<file path="config.mk">
export PLATFORM = sky130hd
export DESIGN_NAME = mtarc_top
export DESIGN_NICKNAME = d
export VERILOG_FILES = /design/src/mtarc_top.v
export VERILOG_INCLUDE_DIRS = /design/src /design/src/src
export SDC_FILE = /design/constraint.sdc
export NUM_CORES = 1
export LEC_CHECK = 0
export BUFFER_PORTS_ARGS = -buffer_cell sky130_fd_sc_hd__buf_2
export CAP_MARGIN = 5
export CORE_ASPECT_RATIO = 1.75
export CORE_MARGIN = 2
export CORE_UTILIZATION = 60
export CTS_CLUSTER_SIZE = 24
export DETAILED_ROUTE_END_ITERATION = 8
export PLACE_DENSITY_LB_ADDON = 0.05
export SETUP_SLACK_MARGIN = 0.02
export SLEW_MARGIN = 5
export SYNTH_ARGS = -nofsm -noshare
export SYNTH_HDL_FRONTEND = slang
export SYNTH_SLANG_ARGS = --single-unit
export TNS_END_PERCENT = 50
</file>
<file path="constraint.sdc">
create_clock -name sys_clk -period 11.3 [get_ports sys_clk]
set_input_delay 0 -clock sys_clk [delete_from_list [all_inputs] [get_ports sys_clk]]
set_output_delay 0 -clock sys_clk [all_outputs]
set_load 0.01 [all_outputs]
</file>
<file path="src/mtarc_defines.vh">
`ifndef MTARC_DEFINES_VH
`define MTARC_DEFINES_VH

// register offsets (byte addresses, one word each)
`define MTARC_REG_CTRL      8'h00
`define MTARC_REG_THRESH    8'h04
`define MTARC_REG_BEMIN     8'h08
`define MTARC_REG_APPRETRY  8'h0C
`define MTARC_REG_FAILCNT   8'h10
`define MTARC_REG_STATUS    8'h14
`define MTARC_REG_IRQ_STAT  8'h18
`define MTARC_REG_IRQ_MASK  8'h1C

// reset values
`define MTARC_MODE_RST      2'h0
`define MTARC_THRESH_RST    8'h32
`define MTARC_BEMIN_RST     3'h0
`define MTARC_APPRETRY_RST  8'h00

// irq bit positions
`define MTARC_IRQ_DONE      0
`define MTARC_IRQ_CCAFAIL   1

// transmit status codes
`define MTARC_ST_SUCCESS    8'h00
`define MTARC_ST_NOACK      8'h01
`define MTARC_ST_CCAFAIL    8'h02
`define MTARC_ST_APPACK     8'h21

// retry and exponent limits
`define MTARC_CCA_TRIES     3'h4
`define MTARC_ED_CYCLES     3'h6
`define MTARC_MAC_TRIES     3'h6
`define MTARC_BE_MAX        3'h5

// timing: unit backoff 20 symbols of 16 us = 320 us; app retry gap 1..48 ms
`define MTARC_BACKOFF_NS    320000
`define MTARC_APP_MIN_NS    1000000
`define MTARC_APP_MAX_NS    48000000
`define MTARC_CLK_NS        4

`endif

</file>
<file path="src/mtarc_top.v">
// The register offsets and the address-and-strobe port are this design's own decisions.
`timescale 1ns/1ps
`include "mtarc_defines.vh"

module mtarc_top #(
	parameter BACKOFF_CYC = `MTARC_BACKOFF_NS / `MTARC_CLK_NS,
	parameter APP_MIN_CYC = `MTARC_APP_MIN_NS / `MTARC_CLK_NS,
	parameter APP_MAX_CYC = `MTARC_APP_MAX_NS / `MTARC_CLK_NS
)(
	input  wire        sys_clk,       // 250 MHz clock
	input  wire        rst_n,         // sync reset, active low
	input  wire [7:0]  reg_addr,      // register byte address
	input  wire [31:0] reg_wdata,     // write data
	input  wire        reg_wr,        // write strobe
	input  wire        reg_rd,        // read strobe
	output reg  [31:0] reg_rdata,     // read data, cycle after strobe
	output reg         irq,           // level interrupt
	input  wire        tx_req,        // one-cycle frame request
	input  wire        tx_bcast,      // frame is broadcast
	input  wire [7:0]  tx_frame_id,   // frame id, 0 suppresses status
	output reg         tx_busy,       // frame in progress
	output reg         tx_hdr_en,     // add vendor header
	output reg         tx_dup_det,    // duplicate detection on receive
	output reg         tx_ack_req,    // ack request bit in frame
	output reg         cca_start,     // pulse: start energy measure
	input  wire        cca_done,      // energy measure valid
	input  wire [7:0]  cca_energy,    // measured energy, threshold units
	output reg         radio_start,   // pulse: send frame on air
	input  wire        radio_done,    // air transmission finished
	input  wire        ack_seen,      // ack received (level at radio_done)
	input  wire        app_ack_seen,  // app-level ack received
	output reg         st_valid,      // pulse: status available
	output reg  [7:0]  st_code,       // transmit status code
	output reg  [7:0]  st_frame_id    // frame id of status
);

	localparam S_IDLE   = 3'h0;
	localparam S_BACK   = 3'h1;
	localparam S_CCA    = 3'h2;
	localparam S_SEND   = 3'h3;
	localparam S_APPGAP = 3'h4;
	localparam S_DONE   = 3'h5;

	reg [2:0]  state_q;
	reg [1:0]  mode_q;
	reg [7:0]  thr_q;
	reg [7:0]  thr_boot_q;
	reg        booted_q;
	reg [2:0]  bemin_q;
	reg [7:0]  appret_q;
	reg [15:0] failcnt_q;
	reg [1:0]  irqst_q;
	reg [1:0]  irqmask_q;
	reg [15:0] lfsr_q;
	reg [2:0]  be_q;
	reg [2:0]  edcnt_q;
	reg [2:0]  ccatry_q;
	reg [2:0]  mactry_q;
	reg [7:0]  apptry_q;
	reg [31:0] wait_q;
	reg        bcast_q;
	reg [7:0]  fid_q;
	reg [7:0]  code_q;
	reg        done_ev;
	reg        fail_ev;

	wire hdr_on = (mode_q == 2'h0) || (mode_q == 2'h3);
	wire ack_on = (mode_q == 2'h0) || (mode_q == 2'h2);
	wire [7:0] app_lim = hdr_on ? appret_q : 8'h00;
	wire busy_ch = (thr_boot_q != 8'h00) && (cca_energy > thr_boot_q);
	wire [15:0] be_mask = (16'h0001 << be_q) - 16'h0001;
	wire [31:0] app_span = APP_MAX_CYC - APP_MIN_CYC + 1;
	wire wr_ok = reg_wr;

	// random backoff periods, bounded by exponent
	function [31:0] bo_cycles;
		input [15:0] rnd;
		begin
			bo_cycles = rnd * BACKOFF_CYC;
		end
	endfunction

	always @(posedge sys_clk)
	begin
		if (!rst_n)
			lfsr_q <= 16'hACE1;
		else
			lfsr_q <= {lfsr_q[14:0], lfsr_q[15] ^ lfsr_q[13] ^ lfsr_q[12] ^ lfsr_q[10]};
	end

	// registers and bus
	always @(posedge sys_clk)
	begin
		if (!rst_n)
		begin
			mode_q    <= `MTARC_MODE_RST;
			thr_q     <= `MTARC_THRESH_RST;
			bemin_q   <= `MTARC_BEMIN_RST;
			appret_q  <= `MTARC_APPRETRY_RST;
			irqmask_q <= 2'h0;
			reg_rdata <= 32'h0000_0000;
		end
		else
		begin
			if (wr_ok && reg_addr == `MTARC_REG_CTRL)
				mode_q <= reg_wdata[1:0];
			if (wr_ok && reg_addr == `MTARC_REG_THRESH)
				thr_q <= reg_wdata[7:0];
			if (wr_ok && reg_addr == `MTARC_REG_BEMIN)
				bemin_q <= (reg_wdata[2:0] > `MTARC_BE_MAX) ? `MTARC_BE_MAX : reg_wdata[2:0];
			if (wr_ok && reg_addr == `MTARC_REG_APPRETRY)
				appret_q <= reg_wdata[7:0];
			if (wr_ok && reg_addr == `MTARC_REG_IRQ_MASK)
				irqmask_q <= reg_wdata[1:0];
			reg_rdata <= 32'h0000_0000;
			if (reg_rd)
			begin
				case (reg_addr)
				`MTARC_REG_CTRL:     reg_rdata <= {30'h0, mode_q};
				`MTARC_REG_THRESH:   reg_rdata <= {24'h0, thr_q};
				`MTARC_REG_BEMIN:    reg_rdata <= {29'h0, bemin_q};
				`MTARC_REG_APPRETRY: reg_rdata <= {24'h0, appret_q};
				`MTARC_REG_FAILCNT:  reg_rdata <= {16'h0, failcnt_q};
				`MTARC_REG_STATUS:   reg_rdata <= {8'h0, thr_boot_q, code_q, 5'h0, state_q};
				`MTARC_REG_IRQ_STAT: reg_rdata <= {30'h0, irqst_q};
				`MTARC_REG_IRQ_MASK: reg_rdata <= {30'h0, irqmask_q};
				default:             reg_rdata <= 32'h0000_0000;
				endcase
			end
		end
	end

	// threshold captured once after reset release; zero may take effect live
	always @(posedge sys_clk)
	begin
		if (!rst_n)
		begin
			booted_q   <= 1'b0;
			thr_boot_q <= 8'h00;
		end
		else
		begin
			booted_q <= 1'b1;
			if (!booted_q || thr_q == 8'h00)
				thr_boot_q <= thr_q;
		end
	end

	// failure counter: same-cycle software write value is taken plus one increment
	always @(posedge sys_clk)
	begin
		if (!rst_n)
			failcnt_q <= 16'h0000;
		else if (fail_ev)
		begin
			if (wr_ok && reg_addr == `MTARC_REG_FAILCNT)
				failcnt_q <= (reg_wdata[15:0] == 16'hFFFF) ? 16'hFFFF : reg_wdata[15:0] + 16'h0001;
			else if (failcnt_q != 16'hFFFF)
				failcnt_q <= failcnt_q + 16'h0001;
		end
		else if (wr_ok && reg_addr == `MTARC_REG_FAILCNT)
			failcnt_q <= reg_wdata[15:0];
	end

	// sticky interrupt bits, set beats write-one-to-clear
	always @(posedge sys_clk)
	begin
		if (!rst_n)
		begin
			irqst_q <= 2'h0;
			irq     <= 1'b0;
		end
		else
		begin
			irqst_q <= (irqst_q & ~((wr_ok && reg_addr == `MTARC_REG_IRQ_STAT) ?
				reg_wdata[1:0] : 2'h0)) | {fail_ev, done_ev};
			irq <= |(irqst_q & irqmask_q);
		end
	end

	// transmit sequencer
	always @(posedge sys_clk)
	begin
		if (!rst_n)
		begin
			state_q     <= S_IDLE;
			be_q        <= 3'h0;
			edcnt_q     <= 3'h0;
			ccatry_q    <= 3'h0;
			mactry_q    <= 3'h0;
			apptry_q    <= 8'h00;
			wait_q      <= 32'h0;
			bcast_q     <= 1'b0;
			fid_q       <= 8'h00;
			code_q      <= 8'h00;
			done_ev     <= 1'b0;
			fail_ev     <= 1'b0;
			tx_busy     <= 1'b0;
			tx_hdr_en   <= 1'b1;
			tx_dup_det  <= 1'b1;
			tx_ack_req  <= 1'b0;
			cca_start   <= 1'b0;
			radio_start <= 1'b0;
			st_valid    <= 1'b0;
			st_code     <= 8'h00;
			st_frame_id <= 8'h00;
		end
		else
		begin
			cca_start   <= 1'b0;
			radio_start <= 1'b0;
			st_valid    <= 1'b0;
			done_ev     <= 1'b0;
			fail_ev     <= 1'b0;
			tx_hdr_en   <= hdr_on;
			tx_dup_det  <= hdr_on;
			case (state_q)
			S_IDLE:
				if (tx_req)
				begin
					bcast_q  <= tx_bcast;
					fid_q    <= tx_frame_id;
					tx_busy  <= 1'b1;
					tx_ack_req <= ack_on && !tx_bcast;
					be_q     <= bemin_q;
					edcnt_q  <= 3'h0;
					ccatry_q <= 3'h0;
					mactry_q <= 3'h0;
					apptry_q <= 8'h00;
					wait_q   <= 32'h0;
					state_q  <= S_BACK;
				end
			S_BACK:
				if (wait_q != 32'h0)
					wait_q <= wait_q - 32'h1;
				else if (thr_boot_q == 8'h00)
				begin
					radio_start <= 1'b1;
					state_q     <= S_SEND;
				end
				else
				begin
					cca_start <= 1'b1;
					state_q   <= S_CCA;
				end
			S_CCA:
				if (cca_done)
				begin
					if (!busy_ch)
					begin
						radio_start <= 1'b1;
						state_q     <= S_SEND;
					end
					else if (edcnt_q + 3'h1 < `MTARC_ED_CYCLES)
					begin
						edcnt_q <= edcnt_q + 3'h1;
						wait_q  <= bo_cycles(lfsr_q & be_mask);
						be_q    <= (be_q < `MTARC_BE_MAX) ? be_q + 3'h1 : be_q;
						state_q <= S_BACK;
					end
					else
					begin
						fail_ev <= 1'b1;
						edcnt_q <= 3'h0;
						be_q    <= bemin_q;
						if (ccatry_q + 3'h1 < `MTARC_CCA_TRIES)
						begin
							ccatry_q <= ccatry_q + 3'h1;
							wait_q   <= 32'h0;
							state_q  <= S_BACK;
						end
						else if (apptry_q < app_lim)
						begin
							apptry_q <= apptry_q + 8'h01;
							ccatry_q <= 3'h0;
							mactry_q <= 3'h0;
							wait_q   <= APP_MIN_CYC + ({16'h0, lfsr_q} % app_span);
							state_q  <= S_APPGAP;
						end
						else
						begin
							code_q  <= `MTARC_ST_CCAFAIL;
							state_q <= S_DONE;
						end
					end
				end
			S_SEND:
				if (radio_done)
				begin
					if (!tx_ack_req || ack_seen)
					begin
						if (app_lim != 8'h00 && !bcast_q && !app_ack_seen && apptry_q < app_lim)
						begin
							apptry_q <= apptry_q + 8'h01;
							mactry_q <= 3'h0;
							ccatry_q <= 3'h0;
							wait_q   <= APP_MIN_CYC;
							state_q  <= S_APPGAP;
						end
						else
						begin
							code_q  <= (app_lim != 8'h00 && !bcast_q && !app_ack_seen) ?
								`MTARC_ST_APPACK : `MTARC_ST_SUCCESS;
							state_q <= S_DONE;
						end
					end
					else if (mactry_q + 3'h1 < `MTARC_MAC_TRIES)
					begin
						mactry_q <= mactry_q + 3'h1;
						be_q     <= bemin_q;
						edcnt_q  <= 3'h0;
						wait_q   <= 32'h0;
						state_q  <= S_BACK;
					end
					else if (apptry_q < app_lim)
					begin
						apptry_q <= apptry_q + 8'h01;
						mactry_q <= 3'h0;
						ccatry_q <= 3'h0;
						wait_q   <= APP_MIN_CYC;
						state_q  <= S_APPGAP;
					end
					else
					begin
						code_q  <= (app_lim != 8'h00) ? `MTARC_ST_APPACK : `MTARC_ST_NOACK;
						state_q <= S_DONE;
					end
				end
			S_APPGAP:
				if (wait_q != 32'h0)
					wait_q <= wait_q - 32'h1;
				else
				begin
					be_q    <= bemin_q;
					edcnt_q <= 3'h0;
					state_q <= S_BACK;
				end
			S_DONE:
			begin
				tx_busy     <= 1'b0;
				done_ev     <= 1'b1;
				st_valid    <= (fid_q != 8'h00);
				st_code     <= code_q;
				st_frame_id <= fid_q;
				state_q     <= S_IDLE;
			end
			default:
				state_q <= S_IDLE;
			endcase
		end
	end

endmodule

</file>
== After elaboration in Yosys (flattened, before gate mapping) ==
Index checks and enable logic that the tools add are counted.
Storage, ports and cells
  bits in registers: 195
  bits of input ports: 66
  output and inout bits: 56
  logic and storage cells: 260
Cells by class
  $add $sub $neg: 10
  multiply operators: 1
  divide/modulo/power cells: 1
  magnitude comparators: 7
  equality and inequality tests: 35
  shifts and indexed selects: 1
  muxes and demuxes: 109
  bitwise operators: 10
  reduce and logical (&&, ||, !) cells: 54
Operators with widths (count)
  $mux W32: 12
  $pmux W24 S8: 1
  $mux W8: 21
  $mux W3: 45
  $pmux W32 S4: 1
  $mux W16: 5
  $add A16 B1 Y16 const B: 2
  $add A18 B32 Y32 const A: 1
  $eq A8 B5 Y1 const B: 4
  $mod A16 B24 Y32 const B: 1
  $reduce_bool A32 Y1: 1
  $sub A32 B1 Y32 const B: 1
  $reduce_and A9 Y1: 3
  $mul A16 B10 Y25 const B: 1
  $logic_not A8 Y1: 3
  $pmux W3 S4: 2
  $pmux W8 S3: 1
  $reduce_and A8 Y1: 3
  $reduce_bool A8 Y1: 3
  $ne A2 B2 Y1 const B: 11
  $pmux W3 S3: 2
  $and A16 B16 Y16: 1
  $eq A16 B16 Y1 const B: 1
  $eq A8 B4 Y1 const B: 2
  other kinds (42): 100

== Longest topological paths before layout ==
  word-level depth: 11
  depth in mapped cells: 28
  depth with buffers taken out: 27

== Worst setup path before layout ==
No wires, ideal clock.
  path type: register to register
  start: register be_q[2]
  end: register wait_q[22]
  setup time: 131 ps
  data arrival time: 5584 ps
  data required time: 11169 ps
  path slack: 5585 ps
  stages on the path, launching flop included: 22
  path buffers: 1
  period minus slack after synthesis: 5715 ps
  cells stage by stage: dfxtp_1 -> clkbuf_1 -> clkinv_1 -> ha_1 -> a21oi_1 -> nor2_1 -> ha_1 -> nor2b_1 -> fa_1 -> ha_1 -> fa_1 -> ha_1 -> fa_1 -> ha_1 -> a21oi_1 -> a21boi_0 -> o41ai_1 -> nor2b_1 -> o21ai_0 -> xor2_1 -> a221oi_1 -> nor3_1
On the way
  word-level cells in the longest chain between the ends: 8
RTL lines
  start: declaration: RTL line mtarc_top.v:55  | reg [2:0] be_q;
  start signal: assignment: RTL line mtarc_top.v:225  | be_q <= bemin_q;
  start signal: assignment: RTL line mtarc_top.v:258  | be_q <= (be_q < `MTARC_BE_MAX) ? be_q + 3'h1 : be_q;
  start signal: assignment: RTL line mtarc_top.v:265  | be_q <= bemin_q;
  $shl A1 B3 Y16: RTL line mtarc_top.v:71  | wire [15:0] be_mask = (16'h0001 << be_q) - 16'h0001;
  $sub A16 B1 Y16: RTL line mtarc_top.v:71
  $and A16 B16 Y16: RTL line mtarc_top.v:257  | wait_q <= bo_cycles(lfsr_q & be_mask);
  $mul A16 B10 Y25: RTL line mtarc_top.v:79  | bo_cycles = rnd * BACKOFF_CYC;
  $mux W32: RTL line mtarc_top.v:254  | else if (edcnt_q + 3'h1 < `MTARC_ED_CYCLES)
  $mux W32: RTL line mtarc_top.v:249  | if (!busy_ch)
  $mux W32: RTL line mtarc_top.v:247  | if (cca_done)
  $pmux W32 S4: RTL line mtarc_top.v:217  | case (state_q)
  end signal: assignment: RTL line mtarc_top.v:235  | wait_q <= wait_q - 32'h1;
  end signal: assignment: RTL line mtarc_top.v:257
  end signal: assignment: RTL line mtarc_top.v:277  | wait_q <= APP_MIN_CYC + ({16'h0, lfsr_q} % app_span);
  end: declaration: RTL line mtarc_top.v:60  | reg [31:0] wait_q;
No other way between the ends. The select of a mux whose other input is x is not followed.
A chain may end at the register's enable or synchronous reset.

== Worst setup path after layout ==
  start: register be_q[2]
  end: register wait_q[31]
The elaborated chain is that of the path after synthesis.

==> impl_results.md <==
- Postcts setup bufs: 0
- Cell Area, Synth: 12120 um2
- Worst-case clock buffer depth: 2
- Reg clk slew, reported paths: about 0.070 ns
- WHS Path Cells: 4
- Wire per inst: ~18 um
- Fin. Hold Viols: 0
- Final antenna-violating net count: 0
- Final Cycle Share: between 50 and 60%
- Cell Count, Final, Fillers Out: around 1900
- Num Clock Sinks: between 150 and 200
- Grt ovf: 0
- CTS buffer count: 17
- Synthesized netlist cell count: 1536
- Sequential element share of the synthesized area: roughly 29%
- Vias: 11570
- Peak VDD IR: ~0.37 mV
- Synthesized flop and latch total: between 150 and 200
- Ranking of synthesized cells by area: dfxtp_1 29%, ha_1 11%, a21oi_1 6.0%
- Initial antenna violation count: 0
- Arrival @ worst endpoint: just under 7 ns
- Syn avg cell area: 7.890 um2
- Max-slew violations: 0
- Net count, final: ~1800
- Synth Area in XOR/XNOR: 4.047%
- Initial Util: about 61%
- Worst Clk Skew: approximately 0.010 ns
- Max Clk Rate: 153.1 MHz
- Layout area overhead: 11.49%
- Power Density: roughly 300 nW/um2
- Core area: just under 20000 um2
- Post-synth EDFFs: 0
- Top cells by count, synth: 183 x nand2_1, 177 x dfxtp_1, 145 x a21oi_1
- CP startpoint kind: register
- Largest family of logic cells by synthesized area: simple AND/OR/NAND/NOR gates
- Worst Path Required: between 10 and 15 ns
- Clk_lat worst skew: roughly 0.44 ns
- Overall die area: roughly 21000 um2
- CP Max Fanout: 10
- Setup crit end kind: register
- Minimum clock period: between 6 and 7 ns
- Multiplexer area fraction after synthesis: less than 1%
- Hold buffers post-CTS: 24
- Routed wire length: between 30000 and 40000 um
- Post-route setup slack: between 4 and 5 ns
- Share of layout cells above drive strength 1: 9.471%
- H-tree Lvls: 4
- Overall Global Routing Usage: 31.45%
- Pre-antenna DRT Iters: 6
- Max-cap violations: 0
- Hpwl dp: 25170 um
- Placed Cells incl. Taps: 1815
- Distinct cells, synth: a little under 80
- CTS tree: done
- Adder-cell area share of the yosys netlist: roughly 16%
- Yosys Warn Count: 0
- Status: completed
- Num rows: 68
- Worst slew pin tran: 1.088 ns
- # DRC: 0
- Place WS: approximately 4.8 ns
- Starting DRT DRC Count: between 800 and 900
- Largest net degree at the start of global routing: 67
- Post-CTS sizing: 0
- Vias/cell: a little over 6
- I/O Buffers: 92
- Vias in the first global route: ~11000
- CTS root buf: clkbuf_16
- Die extent in x: 111.4 um
- Worst reg-to-reg path cell count: 20
- N_diodes: 0
- Setup-failing EPs final: 0
- Ports: 122
- Post-Synth Simple-Gate Area: 22.69%
- Leak Pwr: approximately 5.8 nW
- Setup TNS: 0 ns
- Gpl congestion: between 0.9 and 1
- Relative slew margins: a little over a quarter
- Async S/R FF share, synth: 0%
- Compound-Gate Fraction of Synth Area: between 20% and 30%
- Yosys top cell area share: 29.24%
- Chip height: slightly below 200 um
- Post-synth top flop: dfxtp_1
- First-pass GRT wire length: 54280 um
- Count leader, synth: nand2_1
- WS Path Type: reg -> reg
- Cell taking the most area after synthesis: dfxtp_1
- Worst Hold Class: in -> reg
- RSZ-0062 raised after global routing: false
-- path summary, 6_finish.rpt --
kind | start | end | slack, ns
hold / removal | reg_wdata[11] | failcnt_q[11]$_SDFFE_PN0P_ | 0.05
hold reg to reg | done_ev$_SDFF_PN0_ | irqst_q[0]$_SDFF_PN0_ | 0.44
setup reg to reg | be_q[2]$_SDFFE_PN0P_ | wait_q[31]$_SDFFE_PN0P_ | 4.77
setup / recovery | be_q[2]$_SDFFE_PN0P_ | wait_q[31]$_SDFFE_PN0P_ | 4.77
-- registers in the layout (all words and copies together), names as in the netlist, 8 cells and up --
| register | flops |
|---|---|
| st_frame_id | 8 |
| fid_q | 8 |
| thr_q | 8 |
| failcnt_q | 16 |
| lfsr_q | 16 |
| apptry_q | 8 |
| reg_rdata | 24 |
| thr_boot_q | 8 |
| appret_q | 8 |
| wait_q | 32 |
-- through the flow --
step	power (mW)	utilization [%]	hold WS, ns	cell area (um2)
final	4.057	68.45	0.04755	13510
after detailed placement	3.427	64.20	0.2507	12670
after CTS	4.064	68.45	0.04022	13510
after global routing	4.444	68.45	0.08453	13510
after floorplan	2.849	-	0.02772	12160
after global placement	3.371	64.20	0.2440	12670
-- worst max-delay path: stages, from the launching register on --
cell       delay [ns]
dfxtp_1          0.50
clkinv_1         0.30
ha_1             0.31
a21oi_1          0.23
nor2_1           0.08
ha_1             0.27
nor2b_1          0.62
fa_1             0.54
ha_1             0.33
fa_1             0.48
ha_1             0.32
fa_1             0.46
ha_1             0.38
a21oi_1          0.27
nand2_1          0.15
o21a_1           0.19
a21oi_1          0.30
o2111ai_1        0.21
a31oi_1          0.22
xnor2_1          0.14
o22ai_1          0.08
-- metal layers --
metal | GRT usage, % | routed length (um)
met2 | 61.40 | 18400
met5 | 0 | 0
met1 | 31.28 | 12060
met3 | 4.102 | 1355
met4 | 18.66 | 1867
-- layout by cell type (no fill, tap or decap), types with 24 or more instances in the layout --
| cell | synthesis | final |
|---|---|---|
| nor2_1 | 124 | 124 |
| a21oi_1 | 145 | 145 |
| ha_1 | 102 | 102 |
| nand2b_1 | 27 | 27 |
| xnor2_1 | 25 | 25 |
| nand2_1 | 183 | 183 |
| fa_1 | 35 | 35 |
| dlygate4sd3_1 | 0 | 24 |
| o21ai_0 | 84 | 84 |
| and2_1 | 24 | 24 |
| inv_1 | 97 | 96 |
| nor3_1 | 43 | 42 |
| nand3_1 | 64 | 64 |
| dfxtp_1 | 177 | 177 |
| xor2_1 | 31 | 31 |
| buf_2 | 2 | 92 |
-- final cells by class --
cell class	count	area, um2
Sequential cell	177	3543
Timing Repair Buffer	128	790.8
Multi-Input combinational cell	1190	7900
Inverter	99	371.6
Fill cell	1712	6227
Clock inverter	11	128.9
Tap cell	245	306.5
Clock buffer	21	470.5
-- cell families (layout without fill, tap and decap cells) --
kind of cell,Yosys count,in the layout
buffers and inverters,181,259
DFF,177,177
adders and majority gates,137,137
AOI/OAI and AO/OA,404,404
and+or+nand+nor,571,571
xor gates and xnor gates,56,56
other,1,13
muxes,9,9
-- where the power goes --
group / switching, mW / total, mW / internal, mW / leakage, nW
combinational: 1.64 / 2.69 / 1.05 / 4.06
clock: 0.258 / 0.603 / 0.345 / 0.290
sequential: 0.0745 / 0.765 / 0.690 / 1.44
total: 1.97 / 4.06 / 2.08 / 5.79
(Power assumes the default switching activity.)
